File: config.mk
export PLATFORM = sky130hd
export DESIGN_NAME = mdc_top
export DESIGN_NICKNAME = d
export VERILOG_FILES = /design/src/mdc_pkg.sv /design/src/mdc_top.sv /design/src/mdc_axis_cmp.sv /design/src/mdc_run_counter.sv
export VERILOG_INCLUDE_DIRS = /design/src
export SDC_FILE = /design/constraint.sdc
export NUM_CORES = 1
export LEC_CHECK = 0
export BUFFER_PORTS_ARGS = -buffer_cell sky130_fd_sc_hd__buf_2
export CORE_MARGIN = 1.5
export CORE_UTILIZATION = 25
export DETAILED_ROUTE_END_ITERATION = 6
export MAX_ROUTING_LAYER = met4
export PLACE_DENSITY_LB_ADDON = 0.12
export SLEW_MARGIN = 20
export SYNTH_ARGS = -nofsm -noshare
export SYNTH_HDL_FRONTEND = slang
export SYNTH_SLANG_ARGS = --single-unit
File: constraint.sdc
create_clock -name ref_clk_i -period 7.6 [get_ports ref_clk_i]
set_input_delay 1.9 -clock ref_clk_i [delete_from_list [all_inputs] [get_ports ref_clk_i]]
set_output_delay 1.9 -clock ref_clk_i [all_outputs]
set_load 0.05 [all_outputs]
File: src/mdc_consts.svh
// Constants for the motion detect control block: register offsets,
// field positions and reset values.
// Assumes it is included by bare name from the package and design files.
`ifndef MDC_CONSTS_SVH
`define MDC_CONSTS_SVH

// Register offsets
`define MDC_ADDR_STATUS   8'h0B
`define MDC_ADDR_MTHR_L   8'h20
`define MDC_ADDR_MTHR_H   8'h21
`define MDC_ADDR_MCNT     8'h22
`define MDC_ADDR_STHR_L   8'h23
`define MDC_ADDR_STHR_H   8'h24
`define MDC_ADDR_SCNT_L   8'h25
`define MDC_ADDR_SCNT_H   8'h26
`define MDC_ADDR_CTRL     8'h27

// Reset values
`define MDC_CTRL_RESET    8'h00
`define MDC_REG_RESET     8'h00

// Control register field positions
`define MDC_CTRL_MOTION_EN  0
`define MDC_CTRL_MOTION_REF 1
`define MDC_CTRL_STILL_EN   2
`define MDC_CTRL_STILL_REF  3
`define MDC_CTRL_SEQ_LO     4
`define MDC_CTRL_SEQ_HI     5

// Status register field positions
`define MDC_STAT_MOTION   4
`define MDC_STAT_STILL    5
`define MDC_STAT_AWAKE    6

// Valid bits of a threshold high byte
`define MDC_THR_HI_MASK   8'h07

`endif

File: src/mdc_pkg.sv
// Types shared by the motion detect control block.
// Assumes mdc_consts.svh is on the include path.
`include "mdc_consts.svh"

package mdc_pkg;

  // One register access from the serial front end
  typedef struct packed {
    logic       wr;
    logic       rd;
    logic [7:0] addr;
    logic [7:0] wdata;
  } mdc_reg_req_type;

  // One acceleration sample, three signed 12-bit axes
  typedef struct packed {
    logic               valid;
    logic signed [11:0] x;
    logic signed [11:0] y;
    logic signed [11:0] z;
  } mdc_sample_type;

  // Which detector the linked sequence has armed
  typedef enum logic [0:0] {
    MDC_ARM_MOTION = 1'b0,
    MDC_ARM_STILL  = 1'b1
  } mdc_arm_type;

endpackage

File: src/mdc_top.sv
// Motion detect control: control register, thresholds, detectors and
// the linked or loop sequencing between them.
// Assumes register accesses and samples come from logic on ref_clk_i.
//
// Contract
// - Sequencing field bit 4 clear: detectors run independently, status held until read.
// - Default sequencing keeps automatic sleep entry disabled.
// - Field 01: one detector armed at a time; host read acknowledges.
// - Field 11: alternate detectors; events acknowledged internally.
// - Linked or loop applies only with both enables set.
// - Bit 3 selects referenced (1) or absolute (0) inactivity.
// - Bit 2 enables the inactivity detector.
// - Bit 1 selects referenced (1) or absolute (0) activity.
// - Bit 0 enables the activity detector.
// - Control register resets to zero; upper bits read back as written.
// - Activity: any axis magnitude above threshold for the run count.
// - Inactivity: all axes below threshold for the 16-bit run count.
// - A run count of zero acts as one.
`timescale 1ns/100ps
`default_nettype none
`include "mdc_consts.svh"

module mdc_top (
  input  wire logic                    ref_clk_i,
  input  wire logic                    reset_n_i,
  input  wire mdc_pkg::mdc_reg_req_type reg_req_i,
  output logic                  [7:0]  reg_rdata_o,
  output logic                         reg_rvalid_o,
  input  wire mdc_pkg::mdc_sample_type reg_sample_i,
  output logic                         motion_event_o,
  output logic                         still_event_o,
  output logic                         motion_status_o,
  output logic                         still_status_o,
  output logic                         awake_o,
  output logic                         motion_armed_o,
  output logic                         still_armed_o,
  output logic                         autosleep_permit_o
);
  import mdc_pkg::*;

  ////////////////////////////////////////////////////////////////////////
  // Register state
  logic [7:0]  ctrl;
  logic [7:0]  mthr_l;
  logic [2:0]  mthr_h;
  logic [7:0]  mcnt;
  logic [7:0]  sthr_l;
  logic [2:0]  sthr_h;
  logic [7:0]  scnt_l;
  logic [7:0]  scnt_h;
  logic [7:0]  next_ctrl;
  logic [7:0]  next_mthr_l;
  logic [2:0]  next_mthr_h;
  logic [7:0]  next_mcnt;
  logic [7:0]  next_sthr_l;
  logic [2:0]  next_sthr_h;
  logic [7:0]  next_scnt_l;
  logic [7:0]  next_scnt_h;
  logic [7:0]  next_rdata;
  logic        next_rvalid;

  // Sequencing state
  mdc_arm_type arm_state;
  mdc_arm_type next_arm_state;
  logic        motion_stat;
  logic        still_stat;
  logic        awake;
  logic        next_motion_stat;
  logic        next_still_stat;
  logic        next_awake;

  // Detector wiring
  logic        both_en;
  logic        linked;
  logic        loop;
  logic        motion_armed;
  logic        still_armed;
  logic        status_read;
  logic [10:0] mthr;
  logic [10:0] sthr;
  logic [2:0]  m_ok;
  logic [2:0]  s_ok;
  logic [12:0] m_mag [3];
  logic [12:0] s_mag [3];
  logic [11:0] axis  [3];
  logic        m_hit;
  logic        s_hit;
  logic        m_evt;
  logic        s_evt;

  ////////////////////////////////////////////////////////////////////////
  // Register writes; unmapped writes are dropped
  always_comb begin
    next_ctrl   = ctrl;
    next_mthr_l = mthr_l;
    next_mthr_h = mthr_h;
    next_mcnt   = mcnt;
    next_sthr_l = sthr_l;
    next_sthr_h = sthr_h;
    next_scnt_l = scnt_l;
    next_scnt_h = scnt_h;
    if (reg_req_i.wr) begin
      if (reg_req_i.addr == `MDC_ADDR_CTRL) begin
        next_ctrl = reg_req_i.wdata;
      end else if (reg_req_i.addr == `MDC_ADDR_MTHR_L) begin
        next_mthr_l = reg_req_i.wdata;
      end else if (reg_req_i.addr == `MDC_ADDR_MTHR_H) begin
        next_mthr_h = reg_req_i.wdata[2:0];
      end else if (reg_req_i.addr == `MDC_ADDR_MCNT) begin
        next_mcnt = reg_req_i.wdata;
      end else if (reg_req_i.addr == `MDC_ADDR_STHR_L) begin
        next_sthr_l = reg_req_i.wdata;
      end else if (reg_req_i.addr == `MDC_ADDR_STHR_H) begin
        next_sthr_h = reg_req_i.wdata[2:0];
      end else if (reg_req_i.addr == `MDC_ADDR_SCNT_L) begin
        next_scnt_l = reg_req_i.wdata;
      end else if (reg_req_i.addr == `MDC_ADDR_SCNT_H) begin
        next_scnt_h = reg_req_i.wdata;
      end
    end
  end

  ////////////////////////////////////////////////////////////////////////
  // Register reads; answer lands one cycle after the strobe
  always_comb begin
    next_rvalid = reg_req_i.rd;
    next_rdata  = reg_rdata_o;
    if (reg_req_i.rd) begin
      if (reg_req_i.addr == `MDC_ADDR_CTRL) begin
        next_rdata = ctrl;
      end else if (reg_req_i.addr == `MDC_ADDR_STATUS) begin
        next_rdata = 8'h00;
        next_rdata[`MDC_STAT_MOTION] = motion_stat;
        next_rdata[`MDC_STAT_STILL]  = still_stat;
        next_rdata[`MDC_STAT_AWAKE]  = awake;
      end else if (reg_req_i.addr == `MDC_ADDR_MTHR_L) begin
        next_rdata = mthr_l;
      end else if (reg_req_i.addr == `MDC_ADDR_MTHR_H) begin
        next_rdata = {5'b0_0000, mthr_h};
      end else if (reg_req_i.addr == `MDC_ADDR_MCNT) begin
        next_rdata = mcnt;
      end else if (reg_req_i.addr == `MDC_ADDR_STHR_L) begin
        next_rdata = sthr_l;
      end else if (reg_req_i.addr == `MDC_ADDR_STHR_H) begin
        next_rdata = {5'b0_0000, sthr_h};
      end else if (reg_req_i.addr == `MDC_ADDR_SCNT_L) begin
        next_rdata = scnt_l;
      end else if (reg_req_i.addr == `MDC_ADDR_SCNT_H) begin
        next_rdata = scnt_h;
      end else begin
        next_rdata = 8'h00; // Unmapped reads as zero
      end
    end
  end

  // Register file flops
  always_ff @(posedge ref_clk_i) begin
    if (!reset_n_i) begin
      ctrl         <= `MDC_CTRL_RESET;
      mthr_l       <= `MDC_REG_RESET;
      mthr_h       <= 3'h0;
      mcnt         <= `MDC_REG_RESET;
      sthr_l       <= `MDC_REG_RESET;
      sthr_h       <= 3'h0;
      scnt_l       <= `MDC_REG_RESET;
      scnt_h       <= `MDC_REG_RESET;
      reg_rdata_o  <= 8'h00;
      reg_rvalid_o <= 1'b0;
    end else begin
      ctrl         <= next_ctrl;
      mthr_l       <= next_mthr_l;
      mthr_h       <= next_mthr_h;
      mcnt         <= next_mcnt;
      sthr_l       <= next_sthr_l;
      sthr_h       <= next_sthr_h;
      scnt_l       <= next_scnt_l;
      scnt_h       <= next_scnt_h;
      reg_rdata_o  <= next_rdata;
      reg_rvalid_o <= next_rvalid;
    end
  end

  ////////////////////////////////////////////////////////////////////////
  // Mode decode; field value 10 falls back to default like 00
  always_comb begin
    both_en = ctrl[`MDC_CTRL_MOTION_EN] && ctrl[`MDC_CTRL_STILL_EN];
    linked  = both_en && ctrl[`MDC_CTRL_SEQ_LO];
    loop    = linked && ctrl[`MDC_CTRL_SEQ_HI];
    motion_armed = ctrl[`MDC_CTRL_MOTION_EN] &&
                   (!linked || arm_state == MDC_ARM_MOTION);
    still_armed  = ctrl[`MDC_CTRL_STILL_EN] &&
                   (!linked || arm_state == MDC_ARM_STILL);
    status_read  = reg_req_i.rd && reg_req_i.addr == `MDC_ADDR_STATUS;
    mthr = {mthr_h, mthr_l};
    sthr = {sthr_h, sthr_l};
    axis[0] = reg_sample_i.x;
    axis[1] = reg_sample_i.y;
    axis[2] = reg_sample_i.z;
  end

  ////////////////////////////////////////////////////////////////////////
  // Per-axis magnitude, separate references for each detector
  for (genvar a = 0; a < 3; a++) begin : g_axis
    mdc_axis_cmp u_motion_cmp (
      .ref_clk_i    (ref_clk_i),
      .reset_n_i    (reset_n_i),
      .armed_i      (motion_armed),
      .referenced_i (ctrl[`MDC_CTRL_MOTION_REF]),
      .valid_i      (reg_sample_i.valid),
      .sample_i     (axis[a]),
      .ok_o         (m_ok[a]),
      .mag_o        (m_mag[a])
    );
    mdc_axis_cmp u_still_cmp (
      .ref_clk_i    (ref_clk_i),
      .reset_n_i    (reset_n_i),
      .armed_i      (still_armed),
      .referenced_i (ctrl[`MDC_CTRL_STILL_REF]),
      .valid_i      (reg_sample_i.valid),
      .sample_i     (axis[a]),
      .ok_o         (s_ok[a]),
      .mag_o        (s_mag[a])
    );
  end

  // Any axis above for activity, every axis below for inactivity
  always_comb begin
    m_hit = 1'b0;
    s_hit = 1'b1;
    for (int a = 0; a < 3; a++) begin
      if (m_ok[a] && m_mag[a] > 13'(mthr)) begin
        m_hit = 1'b1;
      end
      if (!(s_ok[a] && s_mag[a] < 13'(sthr))) begin
        s_hit = 1'b0;
      end
    end
  end

  ////////////////////////////////////////////////////////////////////////
  // Run counters for the two detectors
  mdc_run_counter #(
    .WIDTH (8)
  ) u_motion_run (
    .ref_clk_i (ref_clk_i),
    .reset_n_i (reset_n_i),
    .armed_i   (motion_armed),
    .valid_i   (reg_sample_i.valid),
    .hit_i     (m_hit),
    .target_i  (mcnt),
    .event_o   (m_evt)
  );

  mdc_run_counter #(
    .WIDTH (16)
  ) u_still_run (
    .ref_clk_i (ref_clk_i),
    .reset_n_i (reset_n_i),
    .armed_i   (still_armed),
    .valid_i   (reg_sample_i.valid),
    .hit_i     (s_hit),
    .target_i  ({scnt_h, scnt_l}),
    .event_o   (s_evt)
  );

  ////////////////////////////////////////////////////////////////////////
  // Sequencing and sticky status; a new event beats a clearing read
  always_comb begin
    next_arm_state   = arm_state;
    next_awake       = awake;
    next_motion_stat = motion_stat && !status_read;
    next_still_stat  = still_stat && !status_read;
    if (!linked) begin
      next_arm_state = MDC_ARM_MOTION;
    end else if (arm_state == MDC_ARM_MOTION && m_evt) begin
      next_arm_state = MDC_ARM_STILL;
    end else if (arm_state == MDC_ARM_STILL && s_evt) begin
      next_arm_state = MDC_ARM_MOTION;
    end
    // Loop mode retires the old event when the other one fires
    if (loop && s_evt) begin
      next_motion_stat = 1'b0;
    end
    if (loop && m_evt) begin
      next_still_stat = 1'b0;
    end
    if (m_evt) begin
      next_motion_stat = 1'b1;
      next_awake       = 1'b1;
    end
    if (s_evt) begin
      next_still_stat = 1'b1;
      next_awake      = 1'b0;
    end
  end

  always_ff @(posedge ref_clk_i) begin
    if (!reset_n_i) begin
      arm_state   <= MDC_ARM_MOTION;
      motion_stat <= 1'b0;
      still_stat  <= 1'b0;
      awake       <= 1'b0;
    end else begin
      arm_state   <= next_arm_state;
      motion_stat <= next_motion_stat;
      still_stat  <= next_still_stat;
      awake       <= next_awake;
    end
  end

  ////////////////////////////////////////////////////////////////////////
  // Outputs; sleep is only ever allowed under linked sequencing
  assign motion_event_o     = m_evt;
  assign still_event_o      = s_evt;
  assign motion_status_o    = motion_stat;
  assign still_status_o     = still_stat;
  assign awake_o            = awake;
  assign motion_armed_o     = motion_armed;
  assign still_armed_o      = still_armed;
  assign autosleep_permit_o = linked;

endmodule // mdc_top

`default_nettype wire

File: src/mdc_axis_cmp.sv
// One axis of one detector: reference capture and magnitude.
// Assumes samples arrive on ref_clk_i from same-domain logic.
`timescale 1ns/100ps
`default_nettype none

module mdc_axis_cmp (
  input  wire logic               ref_clk_i,
  input  wire logic               reset_n_i,
  input  wire logic               armed_i,
  input  wire logic               referenced_i,
  input  wire logic               valid_i,
  input  wire logic signed [11:0] sample_i,
  output logic                    ok_o,
  output logic             [12:0] mag_o
);
  import mdc_pkg::*;

  logic signed [11:0] ref_val;
  logic               ref_ok;
  logic signed [11:0] next_ref_val;
  logic               next_ref_ok;
  logic signed [12:0] diff;

  ////////////////////////////////////////////////////////////////////////
  // Reference is caught on the first sample after arming
  always_comb begin
    next_ref_val = ref_val;
    next_ref_ok  = ref_ok;
    if (!armed_i) begin
      next_ref_ok = 1'b0;
    end else if (valid_i && !ref_ok) begin
      next_ref_val = sample_i;
      next_ref_ok  = 1'b1;
    end
  end

  always_ff @(posedge ref_clk_i) begin
    if (!reset_n_i) begin
      ref_val <= 12'sh000;
      ref_ok  <= 1'b0;
    end else begin
      ref_val <= next_ref_val;
      ref_ok  <= next_ref_ok;
    end
  end

  ////////////////////////////////////////////////////////////////////////
  // Thirteen bits so the difference of two extremes cannot wrap
  always_comb begin
    if (referenced_i) begin
      diff = 13'(sample_i) - 13'(ref_val);
    end else begin
      diff = 13'(sample_i);
    end
    mag_o = diff[12] ? 13'(-diff) : 13'(diff);
    ok_o  = !referenced_i || ref_ok; // No verdict until a reference exists
  end

endmodule // mdc_axis_cmp

`default_nettype wire

File: src/mdc_run_counter.sv
// Consecutive-sample counter with a one-cycle event output.
// Assumes valid_i and hit_i come from logic on ref_clk_i.
`timescale 1ns/100ps
`default_nettype none

module mdc_run_counter #(
  parameter int WIDTH = 16
) (
  input  wire logic             ref_clk_i,
  input  wire logic             reset_n_i,
  input  wire logic             armed_i,
  input  wire logic             valid_i,
  input  wire logic             hit_i,
  input  wire logic [WIDTH-1:0] target_i,
  output logic                  event_o
);
  import mdc_pkg::*;

  logic [WIDTH-1:0] count;
  logic [WIDTH-1:0] next_count;
  logic             next_event;
  logic [WIDTH-1:0] goal;

  ////////////////////////////////////////////////////////////////////////
  // A run shorter than the goal restarts on any miss
  always_comb begin
    goal       = (target_i == '0) ? WIDTH'(1) : target_i;
    next_count = count;
    next_event = 1'b0;
    if (!armed_i) begin
      next_count = '0;
    end else if (valid_i) begin
      if (!hit_i) begin
        next_count = '0;
      end else if (WIDTH'(count + 1'b1) >= goal) begin
        next_count = '0;
        next_event = 1'b1;
      end else begin
        next_count = WIDTH'(count + 1'b1);
      end
    end
  end

  always_ff @(posedge ref_clk_i) begin
    if (!reset_n_i) begin
      count   <= '0;
      event_o <= 1'b0;
    end else begin
      count   <= next_count;
      event_o <= next_event;
    end
  end

endmodule // mdc_run_counter

`default_nettype wire

======== After elaboration in Yosys (flattened, before gate mapping) ========
Cells that the tools add are included.
word-level totals
  input bits .............................. 57
  flip-flop bits (word level) ............. 171
cells by class
  muxes and demuxes ....................... 41
  $add $sub $neg .......................... 14
  equal/unequal tests ..................... 9
  $lt $le $gt $ge ......................... 8
  bitwise logic cells ..................... 9
  reduce and logical (&&, ||, !) cells .... 65
operators with widths
  operator               number
  $mux 13                12
  $mux 8                 12
  $neg 13->13            6
  $sub 12x12->13         6
  $eq 8x6->1 const B     8
  $mux 16                3
  $gt 13x11->1           3
  $lt 13x11->1           3
  $logic_and 1x1->1      24
  $reduce_and 2->1       10
  $add 16x1->16 const B  1
  $ge 16x16->1           1
  $logic_not 16->1       1
  $mux 1                 14
  $reduce_and 4->1       3
  $logic_not 1->1        10
  $not 1->1              9
  $reduce_and 9->1       1
  $add 8x1->8 const B    1
  $eq 8x4->1 const B     1
  $ge 8x8->1             1
  $logic_not 8->1        1
  $logic_or 1x1->1       8
  $reduce_and 8->1       1
  other kinds (6)        6

======== Longest topological paths before layout ========
Gate-level depths: netlist of the first run.
  depth in word-level cells ............... 10
  depth in mapped cells ................... 25
  mapped depth without buffers ............ 23

======== Cells and area by module ========
Synthesis of the first run repeated with hierarchy kept, for this count alone.
unflattened totals
  cells, all modules ...................... 2129
  area, all modules ....................... 16130.5 µm²
by module, submodules not included
  module                          times used  area each (µm²)  cells an instance  seq. area each (µm²)
  mdc_axis_cmp                    6           1530.2           214                260.2
  mdc_top                         1           4819.6           579                1341.3
  mdc_run_counter (u_still_run)   1           1432.6           184                340.3
  mdc_run_counter (u_motion_run)  1           696.9            82                 180.2

======== Worst setup path before layout of the first run ========
Ideal clock, no wire load.
  path type ............................... input-to-reg
  from .................................... in reg_sample_i[0] in the netlist's numbering
  to ...................................... reg u_still_run.event_o
  library setup time ...................... 0.073 ns
  buffers on the path ..................... 2
  stages on the path ...................... 24
  slack ................................... 0.817 ns
  data arrival time ....................... 6.710 ns
  data required time ...................... 7.527 ns
  path through ............................ inv_1 -> ha_1 -> inv_1 -> fa_1 -> a211oi_1 -> o21ai_0 -> a31o_2 -> a21oi_1 -> nor2b_1 -> o31ai_1 -> o21ai_0 -> clkbuf_1 -> a31oi_1 -> xnor2_1 -> ha_1 -> a222oi_1 -> nand2_1 -> nor3_1 -> nand4_1 -> or4_1 -> nor4_4 -> nand2_2 -> buf_6 -> nor3b_2
on the way
  word-level cells in the longest chain between the ends .. 8
ends and longest elaborated chain
  what                                 RTL line               text
  start: declaration                   mdc_top.sv:29          input wire mdc_pkg::mdc_sample_type reg_sample_i,
  $sub 12x12->13                       mdc_axis_cmp.sv:51     diff = 13'(sample_i) - 13'(ref_val);
  $mux 13 *                            mdc_axis_cmp.sv:50     if (referenced_i) begin
  $neg 13->13                          mdc_axis_cmp.sv:55     mag_o = diff[12] ? 13'(-diff) : 13'(diff);
  $mux 13 *                            mdc_axis_cmp.sv:55
  $lt 13x11->1 *                       mdc_top.sv:234         if (!(s_ok[a] && s_mag[a] < 13'(sthr))) begin
  $logic_and 1x1->1 *                  mdc_top.sv:234
  $mux 1 *                             mdc_top.sv:234
  $reduce_and 4->1 (no source line) *  -
  end signal: assignment               mdc_run_counter.sv:50  event_o <= next_event;
  end: declaration                     mdc_run_counter.sv:15  output logic event_o
Every way passes the cells marked *; elsewhere a longest branch is shown, timed or not.
A chain may end at the register's enable or synchronous reset.

======== Worst setup path after layout of the first run ========
  from .................................... in reg_sample_i[24] in the netlist's numbering
  to ...................................... reg u_still_run.count[4]
on the way
  word-level cells in the longest chain between the ends .. 10
ends and longest elaborated chain
  what                    RTL line               text
  $sub 12x12->13          mdc_axis_cmp.sv:51
  $mux 13 *               mdc_axis_cmp.sv:50
  $neg 13->13             mdc_axis_cmp.sv:55
  $mux 13 *               mdc_axis_cmp.sv:55
  $lt 13x11->1 *          mdc_top.sv:234
  $logic_and 1x1->1 *     mdc_top.sv:234
  $mux 1 * (3 in a row)   mdc_top.sv:234
  $mux 16 *               mdc_run_counter.sv:33  if (!hit_i) begin
  end signal: assignment  mdc_run_counter.sv:49  count <= next_count;
  end: declaration        mdc_run_counter.sv:19  logic [WIDTH-1:0] count;
Marked as above.

==> results.tsv, run 1 <==
stage	metric	value	unit
clocking	CTS max path bufs	2	
final_layout	Nets	2258	
global_route	largest net degree at the start of global routing	96	
synthesis	Cell Area, Synth	0.0154	mm²
synthesis	most common cell in the netlist	nand2_1	
timing	fmax	144	MHz
die	height of the chip	251	µm
pwr	Worst VDD drop	0.179	mV
pwr	combinational fraction of design power	20.5	%
pwr	Flop pwr share	39.9	%
synthesis	Synth top area share	22.2	%
synthesis	sequential element share of the synthesized area	22.2	%
timing	final setup TNS	0	ps
pwr	Switching Power	0.000737	W
timing	Tightest Pin Transition	992	ps
worst_setup_path	CP Data Arrival Time	7320	ps
worst_setup_path	capturing element type of the critical path	flop	
pwr	Clock power frac	39.6	%
worst_hold_path	hold crit path type	reg2reg	
synthesis	synth unique cells	88	
drt	violation count after the first detailed-routing iteration	871	
timing	final worst setup slack	679	ps
timing	unrepaired setup endpoints after global routing	no	
worst_setup_path	CP required	8000	ps
drt	DRC errors left	0	
pwr	leakage power	6.31	nW
die	I/O Pins	74	
global_route	vias in the first global route	13200	
timing	Worst slew margin	33.6	%
synthesis	Synth Instances	1984	
pwr	P_int	0.00152	W
timing	Max Transition Viols Final	0	
synthesis	largest area contributor in the netlist	dfxtp_1	
synthesis	Post-synth EDFFs	0	
clocking	Skew-Pair Late Insertion Delay	490	ps
timing	Clock Skews	16.9	ps
pwr	overall power	0.00226	W
clocking	CTS-repair resized insts	0	
global_route	initial antenna violation count	1	
job	MaxCap Viol Count	0	
clocking	CTS tree	built	
synthesis	post-synthesis net count	2214	
timing	final setup fails	0	
clocking	CTS Buf Count	17	
die	core region area	0.0606	mm²
placement	DP HPWL	39300	µm
timing	period utilisation layout	91.1	%
placement	pre-CTS setup slack	16.1	ps
clocking	Worst-path clk slew	70	ps
drt	Via density	4.98	
synthesis	Synth Register Bits	171	
pwr	Power Density	131	mW/mm²
clocking	# hold bufs at CTS	0	
timing	Final min period	6920	ps
synthesis	top cells by count, synth	nand2_1 (201), dfxtp_1 (171), ha_1 (167)	
worst_setup_path	Worst Reg-to-Reg Cells	20	
pwr	Sw Ratio	32.7	%
timing	endpoints failing hold	0	
global_route	Total Routing Usage GR	16.7	%
synthesis	yosys warns	0	
synthesis	leading post-synthesis cells by cell area	dfxtp_1 (22%), ha_1 (14%), mux2i_1 (6.6%)	
die	FP Rows	90	
drt	DR WL/cell	17.9	µm
die	Initial Util	25.4	%
placement	port buffer count	73	
run_status	outcome	finished, final reports clean	
clocking	clk sinks	171	
timing	Fin Hold WS	448	ps
drt	WL final	50600	µm
synthesis	syn_area_per_cell	7.76	µm²
drt	DRT Pass-1 Iters	5	
synthesis	asr flop ratio synth	0	%
synthesis	Main synth FF type	dfxtp_1	
global_route	total gr overflow	0	
final_layout	fraction of layout cells with a size suffix above 1	8.48	%
worst_setup_path	worst-path fanout max	13	
final_layout	synthesis-to-finish area growth	11.8	%
drt	post-route antenna net violation count	0	
worst_setup_path	startpoint type of the worst setup path	input port	
clocking	Setup Buffers After CTS	0	
worst_hold_path	WHS Path Cells	2	
worst_setup_path	kind of critical path	in2reg	
drt	routed vias	14100	
clocking	htree depth	4	
die	DIE WIDTH	251	µm
die	die area	0.0631	mm²
final_layout	fill count	6590	
placement	gpl congestion	0.889	
clocking	clk root buf	clkbuf_16	
global_route	global-route wire length before repair	78500	µm
==> metrics by stage <==
stage / instance area, µm² / utilization (%) / cells
after CTS: 17200 / 28.4 / 2823
after global routing: 17200 / 28.4 / 2824
final: 17200 / 28.4 / 2824
after floorplan: 15400 / - / 1984
after detailed placement: 16600 / 27.5 / 2791
after global placement: 16600 / 27.5 / 2791
==> final timing paths <==
kind	from	to	slack (ps)
max	reg_sample_i[24]	u_still_run.count[4]	680
min	u_still_run.count[14]	u_still_run.count[14]	450
max reg2reg	g_axis[0].u_still_cmp.ref_val[0]	u_still_run.count[4]	2040
min reg2reg	u_still_run.count[14]	u_still_run.count[14]	450
==> final cells by class <==
type | instances | area [µm²] | area share [%]
clock inverter | 12 | 105 | 0.611
clock buffer | 20 | 447 | 2.60
multi-input combinational | 1584 | 11100 | 64.4
sequential | 171 | 3430 | 19.9
antenna | 1 | 2.50 | 0.0145
timing repair buffer | 104 | 601 | 3.49
inverter | 150 | 563 | 3.27
tap | 782 | 978 | 5.69
==> state kept, by name, summed over array words and instances (netlist names) <==
| register | flops |
|---|---|
| g_axis.u_motion_cmp.ref_val | 36 |
| g_axis.u_still_cmp.ref_val | 36 |
| u_still_run.count | 16 |
| ctrl | 8 |
| mcnt | 8 |
| mthr_l | 8 |
| reg_rdata_o | 8 |
| scnt_h | 8 |
| scnt_l | 8 |
| sthr_l | 8 |
| u_motion_run.count | 8 |
| g_axis.u_motion_cmp.ref_ok | 3 |
| g_axis.u_still_cmp.ref_ok | 3 |
| mthr_h | 3 |
| sthr_h | 3 |
| arm_state | 1 |
| awake_o | 1 |
| motion_status_o | 1 |
| reg_rvalid_o | 1 |
| still_status_o | 1 |
| u_motion_run.event_o | 1 |
| u_still_run.event_o | 1 |
==> worst max-delay path, stage by stage <==
cell	delay (ps)
buf_2	150
inv_1	100
ha_1	220
inv_1	70
fa_1	240
a211oi_2	120
o211ai_1	310
a41oi_1	230
o2111ai_1	240
o31a_1	210
nor2b_1	590
a31oi_1	130
xnor2_1	330
ha_1	330
a222oi_1	280
nand2_1	90
nor3_1	160
nand4_1	110
or4_1	580
nor4_4	400
nand2_2	280
o21ai_0	230
==> per-layer routing <==
layer / share of wire, % / vias to the layer above / track usage (%) / wire, µm
met5: 0 / - / - / 0
met2: 46 / 244 / 26.0 / 23200
met1: 50 / 6607 / 22.5 / 25100
met3: 3.3 / 39 / 2.59 / 1650
met4: 1.4 / 0 / 3.99 / 686
li1: - / 7168 / - / -
==> power groups by stage <==
stage	clock network (W)	logic, W	registers (W)
after floorplan	0	0.000309	0.000928
after global placement	0	0.000459	0.000921
after detailed placement	0	0.000461	0.000921
after CTS	0.000938	0.000464	0.000900
after global routing	0.000965	0.000518	0.000900
final	0.000893	0.000463	0.000900
==> cells by family after synthesis <==
kind of cell,synth area share [%]
and+or+nand+nor,22.8
AOI/OAI and AO/OA,21.8
buffers and inverters,5.75
adders and majority gates,14.4
DFF,22.2
muxes,7.15
xor gates and xnor gates,5.92
==> placed cells by master (no fill, tap or decap), drive strengths merged, types with 17 or more instances in the layout <==
cell type	count
nand2	202
dfxtp	171
ha	167
inv	156
nor2	144
nor2b	122
a21oi	108
o21ai	105
buf	104
mux2i	102
xnor2	71
nand3	55
a21boi	49
a21o	39
xor2	33
nor3	31
a31oi	26
nand4	22
o31ai	22
nand2b	20
clkbuf	20
a211oi	18
o211ai	17
nor4	17
(Power assumes the default switching activity.)
==> run 2: changes to the inputs <==
--- a/config.mk
+++ b/config.mk
@@ -7,11 +7,13 @@
 export NUM_CORES = 1
 export LEC_CHECK = 0
 export BUFFER_PORTS_ARGS = -buffer_cell sky130_fd_sc_hd__buf_2
+export CORE_ASPECT_RATIO = 1.5
 export CORE_MARGIN = 1.5
 export CORE_UTILIZATION = 25
 export DETAILED_ROUTE_END_ITERATION = 6
 export MAX_ROUTING_LAYER = met4
 export PLACE_DENSITY_LB_ADDON = 0.12
+export RECOVER_POWER = 25
 export SLEW_MARGIN = 20
 export SYNTH_ARGS = -nofsm -noshare
 export SYNTH_HDL_FRONTEND = slang
==> constraint.sdc (replaced) <==
create_clock -name ref_clk_i -period 7.1 [get_ports ref_clk_i]
set_input_delay 1.775 -clock ref_clk_i [delete_from_list [all_inputs] [get_ports ref_clk_i]]
set_output_delay 1.775 -clock ref_clk_i [all_outputs]
set_load 0.05 [all_outputs]
==> results.tsv, run 2 (synthesized netlist as in run 1, its figures left out) <==
stage	metric	value	unit	change
worst_setup_path	CP Data Arrival Time	6970	ps	-350 ps
pwr	leakage power	6.40	nW	+1.4%
placement	pre-CTS setup slack	-36.5	ps	-52.6 ps
worst_setup_path	capturing element type of the critical path	flop		
final_layout	fraction of layout cells with a size suffix above 1	9.12	%	+0.64 points
die	Initial Util	25.2	%	-0.16 points
run_status	outcome	finished, violations left		
drt	post-route antenna net violation count	0		unchanged
global_route	total gr overflow	0		unchanged
clocking	Skew-Pair Late Insertion Delay	490	ps	about the same
final_layout	area of the multi-input gates	0.0111	mm²	unchanged
clocking	clk sinks	171		unchanged
drt	routed vias	14200		+1.2%
run_status	violated checks	capacitance limit, slew limit		
clocking	CTS Buf Count	17		unchanged
clocking	# hold bufs at CTS	0		unchanged
drt	met3 wire length	1090	µm	-34%
die	core region area	0.0610	mm²	+0.64%
die	I/O Pins	74		unchanged
timing	Worst slew margin	-76.5	%	-110 points
worst_hold_path	hold crit path type	reg2reg		
timing	unrepaired setup endpoints after global routing	no		
clocking	Worst-path clk slew	70	ps	about the same
worst_setup_path	kind of critical path	in2reg		
die	DIE WIDTH	206	µm	-18%
pwr	Power Density	142	mW/mm²	+8.3%
final_layout	commonest non-fill, non-tap cells in the layout	nand2_1 (201), dfxtp_1 (169), ha_1 (167), inv_1 (149), nor2_1 (144)		
global_route	global-route wire length before repair	83100	µm	+5.8%
timing	Clock Skews	25.2	ps	+8.34 ps
global_route	Total Routing Usage GR	17.8	%	+1.1 points
drt	Top Metal Used	met4		
final_layout	fill count	6614		+0.36%
clocking	Setup Buffers After CTS	0		unchanged
timing	final setup fails	0		unchanged
drt	violation count after the first detailed-routing iteration	631		-28%
final_layout	Finished Layout Cells	2853		+1.0%
worst_setup_path	CP required	7450	ps	-550 ps
drt	WL met1	22200	µm	-12%
drt	DRT Pass-1 Iters	5		unchanged
global_route	initial antenna violation count	0		-1
job	MaxCap Viol Count	3		+3
clocking	CTS tree	built		
placement	port buffer count	73		unchanged
final_layout	commonest non-fill, non-tap cell in the layout	nand2_1		
final_layout	synthesis-to-finish area growth	12.9	%	
clocking	CTS max path bufs	2		unchanged
die	FP Rows	111		+23%
placement	Post-Place Cells	2821		+1.1%
timing	Fin Hold WS	458	ps	+10.5 ps
worst_setup_path	r2r setup slk	1650	ps	-390 ps
final_layout	Util after Layout	28.5	%	+0.11 points
timing	period utilisation layout	93.2	%	
worst_setup_path	startpoint type of the worst setup path	input port		
timing	endpoints failing hold	0		unchanged
timing	final setup TNS	0	ps	unchanged
die	height of the chip	307	µm	+22%
drt	DRC errors left	0		unchanged
final_layout	Register Area	0.00343	mm²	unchanged
final_layout	antenna diode count	0		-1
timing	Max Transition Viols Final	150		+150
global_route	vias in the first global route	14500		+10%
worst_setup_path	worst-path fanout max	9		-4
final_layout	biggest regs	g_axis.u_motion_cmp.ref_val (36), g_axis.u_still_cmp.ref_val (36), u_still_run.count (16)		
timing	Final min period	6610	ps	
drt	Via density	4.99		+0.19%
drt	WL final	53700	µm	+6.1%
die	die area	0.0631	mm²	about the same
placement	gpl congestion	0.846		-4.9%
placement	DP HPWL	42400	µm	+7.9%
clocking	CTS-repair resized insts	0		unchanged
final_layout	Nets	2279		+0.93%
global_route	largest net degree at the start of global routing	68		-29%
timing	fmax	151	MHz	
pwr	Worst VDD drop	0.136	mV	-24%
timing	final worst setup slack	486	ps	-193 ps
drt	met2 wire len	29400	µm	+27%
clocking	htree depth	4		unchanged
timing	Tightest Pin Transition	2650	ps	+1650 ps
drt	DR WL/cell	18.8	µm	+5.0%
clocking	clk root buf	clkbuf_16		
[run 2: routing by layer]
metal | vias to the layer above | global-route usage, %
met5 | - | -
li1 | 7187 | -
met2 | 181 | 33.6
met1 | 6812 | 19.4
met4 | 0 | 5.11
met3 | 49 | 1.71
[run 2: where the power goes]
group          internal, W  switching, W  total (W)  leakage, nW
sequential        0.000961    0.00000173   0.000963         1.38
clock             0.000498      0.000495   0.000993        0.281
combinational     0.000205      0.000308   0.000513         4.74
total              0.00166      0.000804    0.00247         6.40
[run 2: final timing paths]
check / from / endpoint / cells past startpoint
setup / recovery: reg_sample_i[0] / u_motion_run.count[7] / 25
hold / removal: u_still_run.count[14] / u_still_run.count[14] / 2
setup reg to reg: g_axis[2].u_still_cmp.ref_val[0] / u_still_run.count[4] / 21
hold reg to reg: u_still_run.count[14] / u_still_run.count[14] / 2
[run 2: cell type report]
type / count / share of cell area, %
multi-input combinational: 1584 / 63.8
sequential: 171 / 19.7
tap: 791 / 5.70
timing repair buffer: 125 / 4.27
inverter: 150 / 3.24
clock buffer: 18 / 2.47
clock inverter: 14 / 0.842
[run 2: critical path, cell delays in order]
cell	delay, ps
buf_2	90
inv_1	50
buf_4	130
ha_1	200
inv_1	70
fa_1	200
a211oi_1	90
o21ai_0	320
a41oi_1	210
o211ai_1	210
o21ai_0	110
o21ai_0	800
nor2_1	140
xnor2_1	180
ha_1	310
a21oi_1	130
nor2b_1	50
o21ai_0	180
a221oi_1	120
a211oi_1	250
a41o_1	200
or3b_2	450
o211ai_1	200
and4_1	380
o31ai_1	120
[run 2: stage by stage]
step | power (W) | instance area [µm²]
after detailed placement | 0.00150 | 16800
final | 0.00247 | 17400
after floorplan | 0.00132 | 15400
after CTS | 0.00252 | 17400
after global routing | 0.00260 | 17400
after global placement | 0.00150 | 16800
